==> src/hdio_pkg.sv <==
package hdio_pkg;
    // flow-control modes
    typedef enum logic [2:0] {
        HDIO_MODE_STATIC1 = 3'h1,
        HDIO_MODE_STATIC2 = 3'h2,
        HDIO_MODE_STROBE3 = 3'h3,
        HDIO_MODE_STROBE4 = 3'h4,
        HDIO_MODE_FULL5 = 3'h5
    } hdio_mode_t;
    // access widths
    typedef enum logic [1:0] {
        HDIO_W_BIT = 2'h0,
        HDIO_W_BYTE = 2'h1,
        HDIO_W_WORD = 2'h2,
        HDIO_W_LONG = 2'h3
    } hdio_width_t;
    localparam int HDIO_DATA_W = 32;
    localparam int HDIO_NBYTES = 4;
    localparam int HDIO_BIT_IDX_W = 5;
    localparam logic [HDIO_NBYTES-1:0] HDIO_DIR_RST = 4'h0;
    localparam logic [HDIO_DATA_W-1:0] HDIO_DATA_RST = 32'h0000_0000;
    localparam logic HDIO_POL_RST = 1'b0;
    localparam logic [HDIO_NBYTES-1:0] HDIO_MASK_BIT_BYTE = 4'h1;
    localparam logic [HDIO_NBYTES-1:0] HDIO_MASK_WORD = 4'h3;
    localparam logic [HDIO_NBYTES-1:0] HDIO_MASK_LONG = 4'hF;
endpackage

==> src/hdio_sync.sv <==
`timescale 1ns/1ps
`default_nettype none
// two-stage synchroniser for pin inputs
module hdio_sync #(
    parameter int W = 1
) (
    input wire logic clk,
    input wire logic arst_n,
    input wire logic [W-1:0] d,
    output logic [W-1:0] q
);
    logic [W-1:0] meta_ff;
    logic [W-1:0] q_ff;
    always_ff @(posedge clk or negedge arst_n) begin
        if (!arst_n) begin
            meta_ff <= '0;
            q_ff <= '0;
        end else begin
            meta_ff <= d;
            q_ff <= meta_ff;
        end
    end
    assign q = q_ff;
endmodule
`default_nettype wire

==> src/hdio_port.sv <==
`timescale 1ns/1ps
`default_nettype none
module hdio_port
    import hdio_pkg::*;
(
    // clock and reset
    input wire logic SYS_CLK,
    input wire logic ARST_N,
    // configuration
    input wire logic CFG_WE,
    input wire logic [2:0] CFG_MODE,
    input wire logic CFG_CTL_POL,
    input wire logic CFG_FLG_POL,
    input wire logic CFG_DIR_POL,
    input wire logic [HDIO_DATA_W-1:0] CFG_DATA_POL,
    input wire logic MODULE_PORT_RESET_COMMAND,
    // access request
    input wire logic REQ_VALID,
    output logic REQ_READY,
    input wire logic REQ_WRITE,
    input wire logic [1:0] REQ_WIDTH,
    input wire logic [1:0] REQ_LANE,
    input wire logic [HDIO_BIT_IDX_W-1:0] REQ_BIT,
    input wire logic [HDIO_DATA_W-1:0] REQ_WDATA,
    // access answer
    output logic RSP_VALID,
    output logic [HDIO_DATA_W-1:0] RSP_RDATA,
    // peripheral pins
    input wire logic [HDIO_DATA_W-1:0] DATA_IN,
    output logic [HDIO_DATA_W-1:0] DATA_OUT,
    output logic [HDIO_DATA_W-1:0] DATA_OE,
    output logic PERIPHERAL_CONTROL_LINE,
    input wire logic PERIPHERAL_FLAG_LINE,
    output logic IO_DIRECTION_LINE,
    // status
    output logic [HDIO_NBYTES-1:0] LANE_IS_OUTPUT
);
    // ********************
    // functions
    // ********************
    function automatic logic [HDIO_NBYTES-1:0] lane_mask(input logic [1:0] w,
                                                          input logic [1:0] lane);
        logic [HDIO_NBYTES-1:0] m;
        m = HDIO_MASK_BIT_BYTE;
        case (w)
            HDIO_W_WORD: m = HDIO_MASK_WORD;
            HDIO_W_LONG: m = HDIO_MASK_LONG;
            default: m = HDIO_MASK_BIT_BYTE;
        endcase
        lane_mask = m << lane;
    endfunction

    function automatic logic [HDIO_DATA_W-1:0] expand(input logic [HDIO_NBYTES-1:0] m);
        logic [HDIO_DATA_W-1:0] e;
        e = '0;
        for (int i = 0; i < HDIO_NBYTES; i++) begin
            e[i*8 +: 8] = {8{m[i]}};
        end
        expand = e;
    endfunction

    // ********************
    // pin synchronisers
    // ********************
    logic [HDIO_DATA_W-1:0] din_s;
    logic flag_s;
    hdio_sync #(.W(HDIO_DATA_W+1)) u_sync (
        .clk(SYS_CLK),
        .arst_n(ARST_N),
        .d({PERIPHERAL_FLAG_LINE, DATA_IN}),
        .q({flag_s, din_s})
    );

    // ********************
    // state
    // ********************
    typedef enum {ST_IDLE, ST_SETUP, ST_WAIT_FLAG, ST_WAIT_DROP, ST_DONE} hdio_state_t;
    hdio_state_t st_ff, nxt_st;
    hdio_mode_t mode_ff, nxt_mode;
    logic ctl_pol_ff, nxt_ctl_pol, flg_pol_ff, nxt_flg_pol, dir_pol_ff, nxt_dir_pol;
    logic [HDIO_DATA_W-1:0] dpol_ff, nxt_dpol;
    logic [HDIO_NBYTES-1:0] dir_ff, nxt_dir;
    logic [HDIO_DATA_W-1:0] out_ff, nxt_out;
    logic [HDIO_DATA_W-1:0] rdata_ff, nxt_rdata;
    logic rvalid_ff, nxt_rvalid, ctl_ff, nxt_ctl, iodir_ff, nxt_iodir;
    logic wr_ff, nxt_wr;
    logic [1:0] width_ff, nxt_width, lane_ff, nxt_lane;
    logic [HDIO_BIT_IDX_W-1:0] bit_ff, nxt_bit;

    logic flag_act;
    logic [HDIO_DATA_W-1:0] din_pol, rd_raw, wmask;
    logic [HDIO_NBYTES-1:0] amask;
    assign flag_act = flag_s ^ flg_pol_ff;
    assign din_pol = din_s ^ dpol_ff;
    assign amask = lane_mask(width_ff, lane_ff);

    always_comb begin
        nxt_st = st_ff;
        nxt_mode = mode_ff;
        nxt_ctl_pol = ctl_pol_ff;
        nxt_flg_pol = flg_pol_ff;
        nxt_dir_pol = dir_pol_ff;
        nxt_dpol = dpol_ff;
        nxt_dir = dir_ff;
        nxt_out = out_ff;
        nxt_rdata = rdata_ff;
        nxt_rvalid = 1'b0;
        nxt_ctl = 1'b0;
        nxt_iodir = iodir_ff;
        nxt_wr = wr_ff;
        nxt_width = width_ff;
        nxt_lane = lane_ff;
        nxt_bit = bit_ff;
        rd_raw = din_pol >> ({3'h0, lane_ff} * 8);
        wmask = '0;
        if (CFG_WE && st_ff == ST_IDLE) begin
            nxt_mode = hdio_mode_t'(CFG_MODE);
            nxt_ctl_pol = CFG_CTL_POL;
            nxt_flg_pol = CFG_FLG_POL;
            nxt_dir_pol = CFG_DIR_POL;
            nxt_dpol = CFG_DATA_POL;
        end
        if (MODULE_PORT_RESET_COMMAND) begin
            nxt_dir = HDIO_DIR_RST;
        end
        case (st_ff)
            ST_IDLE: begin
                if (REQ_VALID && !MODULE_PORT_RESET_COMMAND) begin
                    nxt_wr = REQ_WRITE;
                    nxt_width = REQ_WIDTH;
                    nxt_lane = (REQ_WIDTH == HDIO_W_BIT) ? REQ_BIT[4:3] : REQ_LANE;
                    nxt_bit = REQ_BIT;
                    nxt_iodir = REQ_WRITE;
                    if (REQ_WRITE) begin
                        // whole byte lanes switch together
                        nxt_dir = dir_ff | lane_mask(REQ_WIDTH, nxt_lane);
                        wmask = (REQ_WIDTH == HDIO_W_BIT) ?
                                (HDIO_DATA_W'(1) << REQ_BIT) :
                                expand(lane_mask(REQ_WIDTH, REQ_LANE));
                        // signed values are stored as two's complement bits
                        nxt_out = (out_ff & ~wmask) |
                                  ((REQ_WDATA << ({3'h0, REQ_LANE} * 8)) & wmask);
                        if (REQ_WIDTH == HDIO_W_BIT) begin
                            nxt_out = (out_ff & ~wmask) |
                                      ({HDIO_DATA_W{REQ_WDATA[0]}} & wmask);
                        end
                    end else if (mode_ff != HDIO_MODE_STATIC2) begin
                        nxt_dir = dir_ff & ~lane_mask(REQ_WIDTH, nxt_lane);
                    end
                    nxt_st = ST_SETUP;
                end
            end
            ST_SETUP: begin
                // one cycle for data/direction to settle before the strobe
                if (mode_ff == HDIO_MODE_FULL5) begin
                    nxt_ctl = 1'b1;
                    nxt_st = ST_WAIT_FLAG;
                end else begin
                    nxt_st = ST_DONE;
                end
            end
            ST_WAIT_FLAG: begin
                nxt_ctl = 1'b1;
                if (flag_act) begin
                    nxt_ctl = 1'b0;
                    nxt_st = ST_WAIT_DROP;
                end
            end
            ST_WAIT_DROP: begin
                if (!flag_act) begin
                    nxt_st = ST_DONE;
                end
            end
            ST_DONE: begin
                nxt_rvalid = 1'b1;
                if (!wr_ff) begin
                    case (width_ff)
                        HDIO_W_BIT: nxt_rdata = {31'h0, din_pol[bit_ff]};
                        HDIO_W_BYTE: nxt_rdata = {24'h0, rd_raw[7:0]};
                        HDIO_W_WORD: nxt_rdata = {{16{rd_raw[15]}}, rd_raw[15:0]};
                        default: nxt_rdata = din_pol;
                    endcase
                end else begin
                    nxt_rdata = '0;
                end
                nxt_st = ST_IDLE;
            end
            default: nxt_st = ST_IDLE;
        endcase
    end

    always_ff @(posedge SYS_CLK or negedge ARST_N) begin
        if (!ARST_N) begin
            st_ff <= ST_IDLE;
            mode_ff <= HDIO_MODE_STATIC1;
            ctl_pol_ff <= HDIO_POL_RST;
            flg_pol_ff <= HDIO_POL_RST;
            dir_pol_ff <= HDIO_POL_RST;
            dpol_ff <= '0;
            dir_ff <= HDIO_DIR_RST;
            out_ff <= HDIO_DATA_RST;
            rdata_ff <= HDIO_DATA_RST;
            rvalid_ff <= 1'b0;
            ctl_ff <= 1'b0;
            iodir_ff <= 1'b0;
            wr_ff <= 1'b0;
            width_ff <= HDIO_W_BIT;
            lane_ff <= 2'h0;
            bit_ff <= '0;
        end else begin
            st_ff <= nxt_st;
            mode_ff <= nxt_mode;
            ctl_pol_ff <= nxt_ctl_pol;
            flg_pol_ff <= nxt_flg_pol;
            dir_pol_ff <= nxt_dir_pol;
            dpol_ff <= nxt_dpol;
            dir_ff <= nxt_dir;
            out_ff <= nxt_out;
            rdata_ff <= nxt_rdata;
            rvalid_ff <= nxt_rvalid;
            ctl_ff <= nxt_ctl;
            iodir_ff <= nxt_iodir;
            wr_ff <= nxt_wr;
            width_ff <= nxt_width;
            lane_ff <= nxt_lane;
            bit_ff <= nxt_bit;
        end
    end

    // ********************
    // outputs
    // ********************
    assign REQ_READY = (st_ff == ST_IDLE) && !MODULE_PORT_RESET_COMMAND;
    assign RSP_VALID = rvalid_ff;
    assign RSP_RDATA = rdata_ff;
    assign DATA_OUT = out_ff ^ dpol_ff;
    assign DATA_OE = expand(dir_ff);
    assign PERIPHERAL_CONTROL_LINE = ctl_ff ^ ctl_pol_ff;
    assign IO_DIRECTION_LINE = iodir_ff ^ dir_pol_ff;
    assign LANE_IS_OUTPUT = dir_ff;
endmodule
`default_nettype wire

==> config.mk <==
export PLATFORM = sky130hd
export DESIGN_NAME = hdio_port
export DESIGN_NICKNAME = d
export VERILOG_FILES = /design/src/hdio_pkg.sv /design/src/hdio_sync.sv /design/src/hdio_port.sv
export SDC_FILE = /design/constraint.sdc
export NUM_CORES = 1
export LEC_CHECK = 0
export BUFFER_PORTS_ARGS = -buffer_cell sky130_fd_sc_hd__buf_2
export CORE_AREA = 4 4 146 148
export CTS_CLUSTER_SIZE = 28
export DETAILED_ROUTE_END_ITERATION = 6
export DIE_AREA = 0 0 150 152
export PLACE_DENSITY = 0.76
export SLEW_MARGIN = 20
export SYNTH_ARGS = -nofsm -noshare
export SYNTH_HDL_FRONTEND = slang
export SYNTH_SLANG_ARGS = --single-unit
==> constraint.sdc <==
create_clock -name SYS_CLK -period 2.6 [get_ports SYS_CLK]
set_input_delay 0.26 -clock SYS_CLK [delete_from_list [all_inputs] [get_ports SYS_CLK]]
set_output_delay 0.26 -clock SYS_CLK [all_outputs]
set_load 0.02 [all_outputs]
; Word level (Yosys, flattened, before mapping)
; Cells that the tools add are included.
[totals]
ff_bits = 216
in_bits = 118
word_cells = 91
[classes]
n_lt_le_gt_ge = 1
eq_ne = 13
shifts = 6
muxes = 29
bitwise = 14
reduce_logical = 11
[ops]
columns = cell, count
row1 = two-way mux 32 bit, 6
row2 = case mux 32 bit (4 select lines), 1
row3 = bitwise AND 32 bit, 3
row4 = case mux 32 bit (3 select lines), 1
row5 = == test 32 x 2 -> 1 bit (second input constant), 2
row6 = zero test 32 bit, 2
row7 = OR 32 bit, 2
row8 = XOR 32 bit, 2
row9 = two-way mux 4 bit, 12
row10 = == test 32 x 1 -> 1 bit (second input constant), 1
row11 = == test 32 x 3 -> 1 bit (second input constant), 1
row12 = NOT 32 bit, 1
row13 = left shift 1 x 5 -> 32 bit (first input constant), 1
row14 = left shift 32 x 5 -> 32 bit, 1
row15 = right shift 32 x 5 -> 16 bit, 1
row16 = left shift 4 x 2 -> 4 bit, 3
row17 = case mux 4 bit (2 select lines), 1
row18 = == test 2 bit (second input constant), 3
row19 = < comparator 5 x 6 -> 1 bit (second input constant), 1
row20 = != test 2 bit (second input constant), 3
row21 = AND reduction 3 bit, 2
row22 = binary-select mux 1 bit (select 5 bit), 1
row23 = bitwise AND 4 bit, 1
row24 = zero test 2 bit, 2
row25 = other kinds (13), 20

; Logic depth before layout (Yosys ltp)
; Gate-level depths: netlist of the first run.
[logic_depth]
depth_word = 13
mapped_depth = 9

; By module
; Synthesis of the first run repeated with hierarchy kept, for this count alone.
[unflattened]
hier_cells = 830
area_unflattened_um2 = 9082.5
[by_module_without_submodules]
columns = mod, instances, cells_each, area_each_um2, seq_area_each_um2
row1 = hdio_port, 1, 764, 7430.9, 3029.2
row2 = hdio_sync, 1, 66, 1651.6, 1651.6

; Worst setup path after synthesis of the first run
; OpenSTA, ideal clock, no wires.
[synth_path]
path_kind = register to register
startpoint = register st_ff[1]
endpoint = register (tool-made name)
arrival_ns = 1.726
t_required_ns = 2.475
setup_slack_ns = 0.749
stages_incl_launch_ff = 8
n_path_buf = 1
cell_sequence = dfrtp_1 buf_6 nor3_4 nand3b_4 or2_4 a21oi_4 nand2_1 mux2_4
[synth_lines]
columns = element, line_no
row1 = start: declaration, hdio_port.sv:78  ; hdio_state_t st_ff, nxt_st;
row2 = start signal: assignment, hdio_port.sv:211  ; st_ff <= nxt_st;

==> results.ini, run 1 <==
[run_status]
outcome=completed

[routing]
first_pass_iters=6
dr.first_iter.drc_count=624
wl_met3_um=1960
wl_per_cell_um=19.7
wl_um=26000
via_per_inst=5.47
wl_met2_um=12600
drc_errors=0
routed-via-count=7222
ant_nets=0
wl_met1_um=10800
routed.top_layer=met4

[synth]
synth-simple-area-share_pct=7.27
synth_cell_types=62
yosys_register_bits=187
synth-xor-area-share_pct=6.89
ys.flop_type=dfrtp_1
async_reset_ff_share_pct=100
synth_enable_flop_cells=0
ys_seq_area_share_pct=51.9
synth_nets=943
synth_cells=825
muxShareOfSynthArea_pct=10.5
avgSynthCellArea_um2=10.9
netlist_area_um2=9020
synth_top_family_by_area=compound AO/OA/AOI/OAI gates
synth_compound_area_share_pct=17.6
synth_fa_ha_area_share_pct=0.111
yosysWarnings=0

[timing]
max_slew.worst_pin.slew_ps=825
slew_headroom_pct=45.0
hold_viol_final=0
clock_skew_ps=10.8
slew_viol_final=0
finalSetupViolations=0
fmax_mhz=457
min_period_over_period_pct=84.2
rsz0062_at_grt=false
tns_ps=0
hold_ws_ps=55.7
layout_min_cycle_time_ps=2190

[global_routing]
grt_pass1_wl_um=40100
grt.overflow.total=0
grt_pass1_vias=7114
antenna_found_initial=0
track_usage_pct=22.9
grt_max_degree=59

[floorplan]
io_pins=222
chipHeight_um=152
initial_utilization_pct=45.0
die-area_um2=22800
fp.dieW_um=150
num_rows=52
core_um2=20000

[power_and_ir_drop]
combPwrFrac_pct=44.5
sw_frac_of_total_pct=43.4
p_per_area_nw_per_um2=1200
power.leakage_uw=0.00520
clkPwrFrac_pct=19.3
ir_drop_mv=0.892
p_int_uw=7560
p_total_uw=13400
p_switching_uw=5800
pwr-share-seq_pct=36.2

[critical_path]
cp.required_ps=2950
critPathBufInv=1
arrival_ps=2540
crit_slowest_cell=dfrtp_1
crit_path_end_kind=flip-flop
crit_path_cell_trace=nor3_4 -> nand3b_4 -> or2_4 -> a21oi_4 -> buf_4 -> a21oi_1 -> a31oi_1
cp-start-kind=flip-flop
worstPathMaxFanout=16
cp_top_family=simple AND/OR/NAND/NOR gates
max_stage_delay_ps=490
path_class=reg2reg

[job]
max_cap_violations=0

[placed_design]
routabilityCongestion=0.901
dp_hpwl_um=19500
dp.cells=1254
port_buffers=221

[layout]
nets=1155
drive_gt1_share_pct=33.2
antenna_cells=0
area_growth_pct=23.1
final_cells=1320

[cts]
htreeDepth=4
ctsHoldBuffers=34
clk_latency_ps=430
clk_path_buf_depth=2
cts_root_buffer=clkbuf_16
tritoncts=done
cts_inserted_buffers=17
clk_pin_slew_worst_paths_ps=70
post_cts_buffers=0
cts.sinks=187
cts_resized=0

[min_path]
hold_class=in2reg

synthesized netlist by cell type (all sizes together) (2+ instances only):
| cell | count | area (um^2) |
|---|---|---|
| and3 | 2 | 12.5 |
| inv | 7 | 26.3 |
| or3b | 2 | 17.5 |
| o221ai | 2 | 17.5 |
| nand3 | 9 | 45.0 |
| dfrtp | 186 | 4650 |
| o31ai | 3 | 22.5 |
| a32o | 6 | 60.1 |
| mux4 | 4 | 90.1 |
| buf | 57 | 398 |
| mux2 | 58 | 657 |
| nand2 | 56 | 213 |
| o2111ai | 2 | 17.5 |
| nand3b | 6 | 57.6 |
| a22oi | 5 | 37.5 |
| o22ai | 5 | 31.3 |
| a311oi | 2 | 17.5 |
| and2 | 4 | 25.0 |
| nor2b | 4 | 25.0 |
| xor2 | 48 | 420 |
| mux2i | 20 | 204 |
| xnor2 | 23 | 201 |
| a41oi | 2 | 17.5 |
| a221oi | 3 | 26.3 |
| nor2 | 34 | 143 |
| or3 | 2 | 12.5 |
| or2 | 3 | 21.3 |
| o211ai | 6 | 45.0 |
| o21ai | 81 | 405 |
| nand2b | 5 | 31.3 |
| a31oi | 31 | 194 |
| a21oi | 90 | 484 |
| o21bai | 6 | 45.0 |
| nor3 | 2 | 21.3 |
| a21o | 12 | 90.1 |
| a22o | 2 | 17.5 |
| clkbuf | 25 | 93.8 |
final timing paths:
path	slack [ps]	startpoint	depth (start not counted)	end
max in group asynchronous	1500	ARST_N	3	asynchronous set/reset pin
setup / recovery	410	st_ff[1]$_DFFE_PN0P_	7	flip-flop
hold / removal	60	CFG_DATA_POL[27]	2	dpol_ff[27]$_DFFE_PN0P_
min in group asynchronous	380	ARST_N	2	RSP_RDATA[0]$_DFFE_PN0P_
setup reg to reg	410	st_ff[1]$_DFFE_PN0P_	7	flip-flop
hold reg to reg	340	u_sync.meta_ff[27]$_DFF_PN0_	0	u_sync.q[27]$_DFF_PN0_
area by class of cell:
class	count	area (um^2)
Clock buffer	17	425
Inverter	7	26.3
Fill cell	1770	8940
Sequential cell	187	4680
Multi-Input combinational cell	549	3820
Tap cell	270	338
Timing Repair Buffer	275	1650
Clock inverter	15	155
per-stage QoR:
stage | worst slack (ps) | utilization, % | area [um^2]
after CTS | 435 | 55.4 | 11100
final | 410 | 55.4 | 11100
after global routing | 281 | 55.4 | 11100
after global placement | 542 | 50.8 | 10200
after floorplan | 749 | - | 9020
after detailed placement | 487 | 50.8 | 10200
per-layer routing:
layer | up-vias | GRT usage (%)
met5 | - | 0
met4 | 0 | 6.97
met3 | 59 | 4.86
met2 | 362 | 36.8
met1 | 3466 | 31.2
li1 | 3335 | -
placed cells by master, fill, tap and decap left out, drive strengths merged, types with 17 or more instances in the layout:
master and instances:
dlygate4sd3 34, mux2i 20, mux2 58, buf 241, dfrtp 186, clkbuf 17
nand2 56, a31oi 31, nor2 34, xnor2 23, xor2 48, o21ai 81
a21oi 90
power by group through the flow:
stage	registers (uW)	logic (uW)	clock network (uW)
after floorplan	4660	3940	0
after global placement	4850	5760	0
after detailed placement	4900	5850	0
after CTS	4850	5930	2630
after global routing	4960	6390	2760
final	4840	5940	2570
logic make-up after synthesis:
| logic type | count (synthesis) |
|---|---|
| AOI/OAI and AO/OA | 262 |
| DFF | 187 |
| and+or+nand+nor | 133 |
| buffers and inverters | 89 |
| muxes | 82 |
| xor gates and xnor gates | 71 |
| adders and majority gates | 1 |
Note: power is estimated with default switching activity, not from simulation.
==> run 2, diff against run 1 <==
--- a/config.mk
+++ b/config.mk
@@ -5,11 +5,12 @@
 export SDC_FILE = /design/constraint.sdc
 export NUM_CORES = 1
 export LEC_CHECK = 0
+export ABC_AREA = 1
 export BUFFER_PORTS_ARGS = -buffer_cell sky130_fd_sc_hd__buf_2
-export CORE_AREA = 4 4 146 148
+export CORE_AREA = 4 4 149 151
 export CTS_CLUSTER_SIZE = 28
 export DETAILED_ROUTE_END_ITERATION = 6
-export DIE_AREA = 0 0 150 152
+export DIE_AREA = 0 0 153 155
 export PLACE_DENSITY = 0.76
 export SLEW_MARGIN = 20
 export SYNTH_ARGS = -nofsm -noshare
==> constraint.sdc (replaced) <==
create_clock -name SYS_CLK -period 2.05 [get_ports SYS_CLK]
set_input_delay 0.205 -clock SYS_CLK [delete_from_list [all_inputs] [get_ports SYS_CLK]]
set_output_delay 0.205 -clock SYS_CLK [all_outputs]
set_load 0.02 [all_outputs]
==> results.ini, run 2 <==
[timing]
fmax_mhz=553  ; was 457 MHz
tns_ps=0  ; unchanged
finalSetupViolations=0  ; unchanged
hold_viol_final=0  ; unchanged
layout_min_cycle_time_ps=1810  ; was 2190 ps
max_slew.worst_pin.slew_ps=813  ; was 825 ps
rsz0062_at_grt=false  ; unchanged
slew_viol_final=0  ; unchanged
min_period_over_period_pct=88.2  ; was 84.2%
clock_skew_ps=9.87  ; was 10.8 ps
slew_headroom_pct=45.5  ; was 45.0%
hold_ws_ps=7.61  ; was 55.7 ps

[critical_path]
arrival_ps=2120  ; was 2540 ps
crit_cells=8  ; was 7
r2r_setup_slack_ps=240  ; was 410 ps
reg2regPathDepth=8  ; was 7
crit_slowest_cell=dfrtp_2  ; was dfrtp_1
crit_end=RSP_RDATA[20]$_DFFE_PN0P_
r2r-end=RSP_RDATA[20]$_DFFE_PN0P_
critPathBufInv=3  ; was 1
worstPathMaxFanout=17  ; was 16
crit_start=lane_ff[0]$_DFFE_PN0P_  ; was st_ff[1]$_DFFE_PN0P_
crit_top_cell=inv_2
cp_top_family=compound AO/OA/AOI/OAI gates  ; was simple AND/OR/NAND/NOR gates
max_stage_delay_ps=460  ; was 490 ps
crit_path_cell_trace=inv_2 -> nor2_1 -> inv_2 -> o22ai_2 -> a21oi_1 -> o211ai_4 -> buf_4 -> o21ai_0  ; was nor3_4 -> nand3b_4 -> or2_4 -> a21oi_4 -> buf_4 -> a21oi_1 -> a31oi_1
r2r_start=lane_ff[0]$_DFFE_PN0P_  ; was st_ff[1]$_DFFE_PN0P_
crit_path_end_kind=flip-flop  ; unchanged
cp-start-kind=flip-flop  ; unchanged
path_class=reg2reg  ; unchanged
cp.required_ps=2360  ; was 2950 ps

[layout]
nets=1432  ; was 1155
mostFrequentLayoutCell=buf_2  ; unchanged
final_cells=1602  ; was 1320
area_growth_pct=24.0  ; was 23.1%
drive_gt1_share_pct=27.0  ; was 33.2%
mostFrequentLayoutCells=buf_2, nand2_1, dfrtp_1  ; was buf_2, dfrtp_1, a21oi_1
antenna_cells=0  ; unchanged

[synth]
ys_top_cells_by_count=nand2_1, dfrtp_1, inv_1  ; was dfrtp_1, a21oi_1, o21ai_0
synth_fa_ha_area_share_pct=0  ; was 0.111%
synth_cells=1083  ; was 825
synth_area_leaders=dfrtp_1, nand2_1, nand3_1  ; was dfrtp_1, mux2_2, a21oi_1
synth_nets=1201  ; was 943
synth-simple-area-share_pct=20.1  ; was 7.27%
synth.top_cell.area_share_pct=49.3  ; was 51.6%
netlist_area_um2=9430  ; was 9020 um^2
muxShareOfSynthArea_pct=2.51  ; was 10.5%
avgSynthCellArea_um2=8.71  ; was 10.9 um^2
synth-xor-area-share_pct=3.44  ; was 6.89%
synth_top_family_by_area=simple AND/OR/NAND/NOR gates  ; was compound AO/OA/AOI/OAI gates
yosysWarnings=0  ; unchanged
synth_most_common_cell=nand2_1  ; was dfrtp_1
synth_compound_area_share_pct=15.3  ; was 17.6%
async_reset_ff_share_pct=100  ; unchanged
synth_cell_types=42  ; was 62
yosysTopAreaCell=dfrtp_1  ; unchanged
ys_seq_area_share_pct=49.6  ; was 51.9%
synth_enable_flop_cells=0  ; unchanged
yosys_register_bits=187  ; unchanged
ys.flop_type=dfrtp_1  ; unchanged

[run_status]
outcome=completed  ; unchanged

[placed_design]
port_buffers=221  ; unchanged
routabilityCongestion=0.881  ; was 0.901
dp.cells=1529  ; was 1254
dp_hpwl_um=21400  ; was 19500 um

[job]
max_cap_violations=0  ; unchanged

[power_and_ir_drop]
p_per_area_nw_per_um2=1420  ; was 1200 nW/um^2
ir_drop_mv=0.763  ; was 0.892 mV
power.leakage_uw=0.00587  ; was 0.00520 uW

[global_routing]
track_usage_pct=23.5  ; was 22.9%
grt_max_degree=57  ; was 59
grt_pass1_vias=8232  ; was 7114
antenna_found_initial=1  ; was 0
grt.overflow.total=0  ; unchanged
grt_pass1_wl_um=44000  ; was 40100 um

[floorplan]
die-area_um2=23700  ; was 22800 um^2
io_pins=222  ; unchanged
fp.dieW_um=153  ; was 150 um
num_rows=53  ; was 52
core_um2=20800  ; was 20000 um^2
initial_utilization_pct=45.3  ; was 45.0%
chipHeight_um=155  ; was 152 um

[min_path]
hp-start=CFG_DATA_POL[16]  ; was CFG_DATA_POL[27]
hold_class=in2reg  ; unchanged

[routing]
wl_per_cell_um=17.4  ; was 19.7 um
drc_errors=0  ; unchanged
first_pass_iters=6  ; unchanged
via_per_inst=5.22  ; was 5.47
wl_um=27800  ; was 26000 um
routed-via-count=8367  ; was 7222
dr.first_iter.drc_count=697  ; was 624
ant_nets=0  ; unchanged

[cts]
post_cts_buffers=0  ; unchanged
clk_latency_ps=430  ; about the same
cts_inserted_buffers=17  ; unchanged
htreeDepth=4  ; unchanged
tritoncts=done  ; unchanged
cts.sinks=187  ; unchanged
clk_pin_slew_worst_paths_ps=80  ; was 70 ps
clk_path_buf_depth=2  ; unchanged
cts_root_buffer=clkbuf_16  ; unchanged

[run 2: cell types whose count changed in the layout (fill, tap and decap cells not counted), moves of 17 or more]
cell / before / now
mux2i_1: 19 / 0
nand3_1: 9 / 83
nor3_1: 1 / 18
nand2_1: 55 / 190
xnor2_1: 23 / 0
and2_1: 3 / 21
inv_1: 7 / 87
nor2_1: 32 / 72
mux2_2: 55 / 21
[run 2: layout make-up]
type                    instances  area, um^2
well taps                     275         344
flip-flops and latches        187        4680
clock inverters                15         174
multi-input cells             716        3900
clock buffers                  17         425
inverters                     103         387
fillers                      1933        9130
repair buffers                289        1790
[run 2: per-layer routing]
metal,track usage [%],wire [um],share of wire [%]
met1,31.4,11900,43
met2,38.1,13100,47
met3,4.17,1780,6.4
met4,9.84,1050,3.8
met5,0,12,0.043
[run 2: logic make-up (layout without fill, tap and decap cells)]
logic type | count (synthesis) | count (layout)
AOI/OAI and AO/OA | 243 | 243
xor gates and xnor gates | 37 | 37
buffers and inverters | 180 | 424
DFF | 187 | 187
muxes | 21 | 21
and+or+nand+nor | 415 | 415
[run 2: per-stage QoR]
step | worst slack, ps | util (%) | instance area [um^2] | power (uW)
after global routing | 53.2 | 56.2 | 11700 | 17700
final | 241 | 56.2 | 11700 | 16600
after global placement | 174 | 51.3 | 10700 | 13200
after CTS | 182 | 56.2 | 11700 | 16700
after floorplan | 496 | - | 9430 | 10600
after detailed placement | 104 | 51.3 | 10700 | 13300
[run 2: worst min-delay path by stage]
| stage | slack, ps | end | cells past startpoint |
|---|---|---|---|
| global placement | 220 | RSP_RDATA[29]$_DFFE_PN0P_ | 1 |
| detailed placement | 220 | RSP_RDATA[22]$_DFFE_PN0P_ | 1 |
| finish | 8 | dpol_ff[16]$_DFFE_PN0P_ | 2 |
| global route | 3 | dpol_ff[16]$_DFFE_PN0P_ | 2 |
| floorplan | -90 | LANE_IS_OUTPUT[0]$_DFF_PN0_ | 0 |
| CTS | 1 | dpol_ff[16]$_DFFE_PN0P_ | 2 |
[run 2: repair_timing]
action / in CTS / in global routing
endpoints found under the setup margin: 0 / 2
hold endpoints to repair: 92 / 0
resized for setup: 0 / 1
hold buffers: 41 / 0
[run 2: worst reg2reg max path, cell delays in order (launching register included)]
cell,delay [ps]
dfrtp_2,460
inv_2,50
nor2_1,200
inv_2,170
o22ai_2,210
a21oi_1,90
o211ai_4,150
buf_4,260
o21ai_0,110
[run 2: power breakdown]
part           internal [uW]  switching, uW
Sequential              4790           1110
Combinational           2720           4680
Clock                   1750           1580
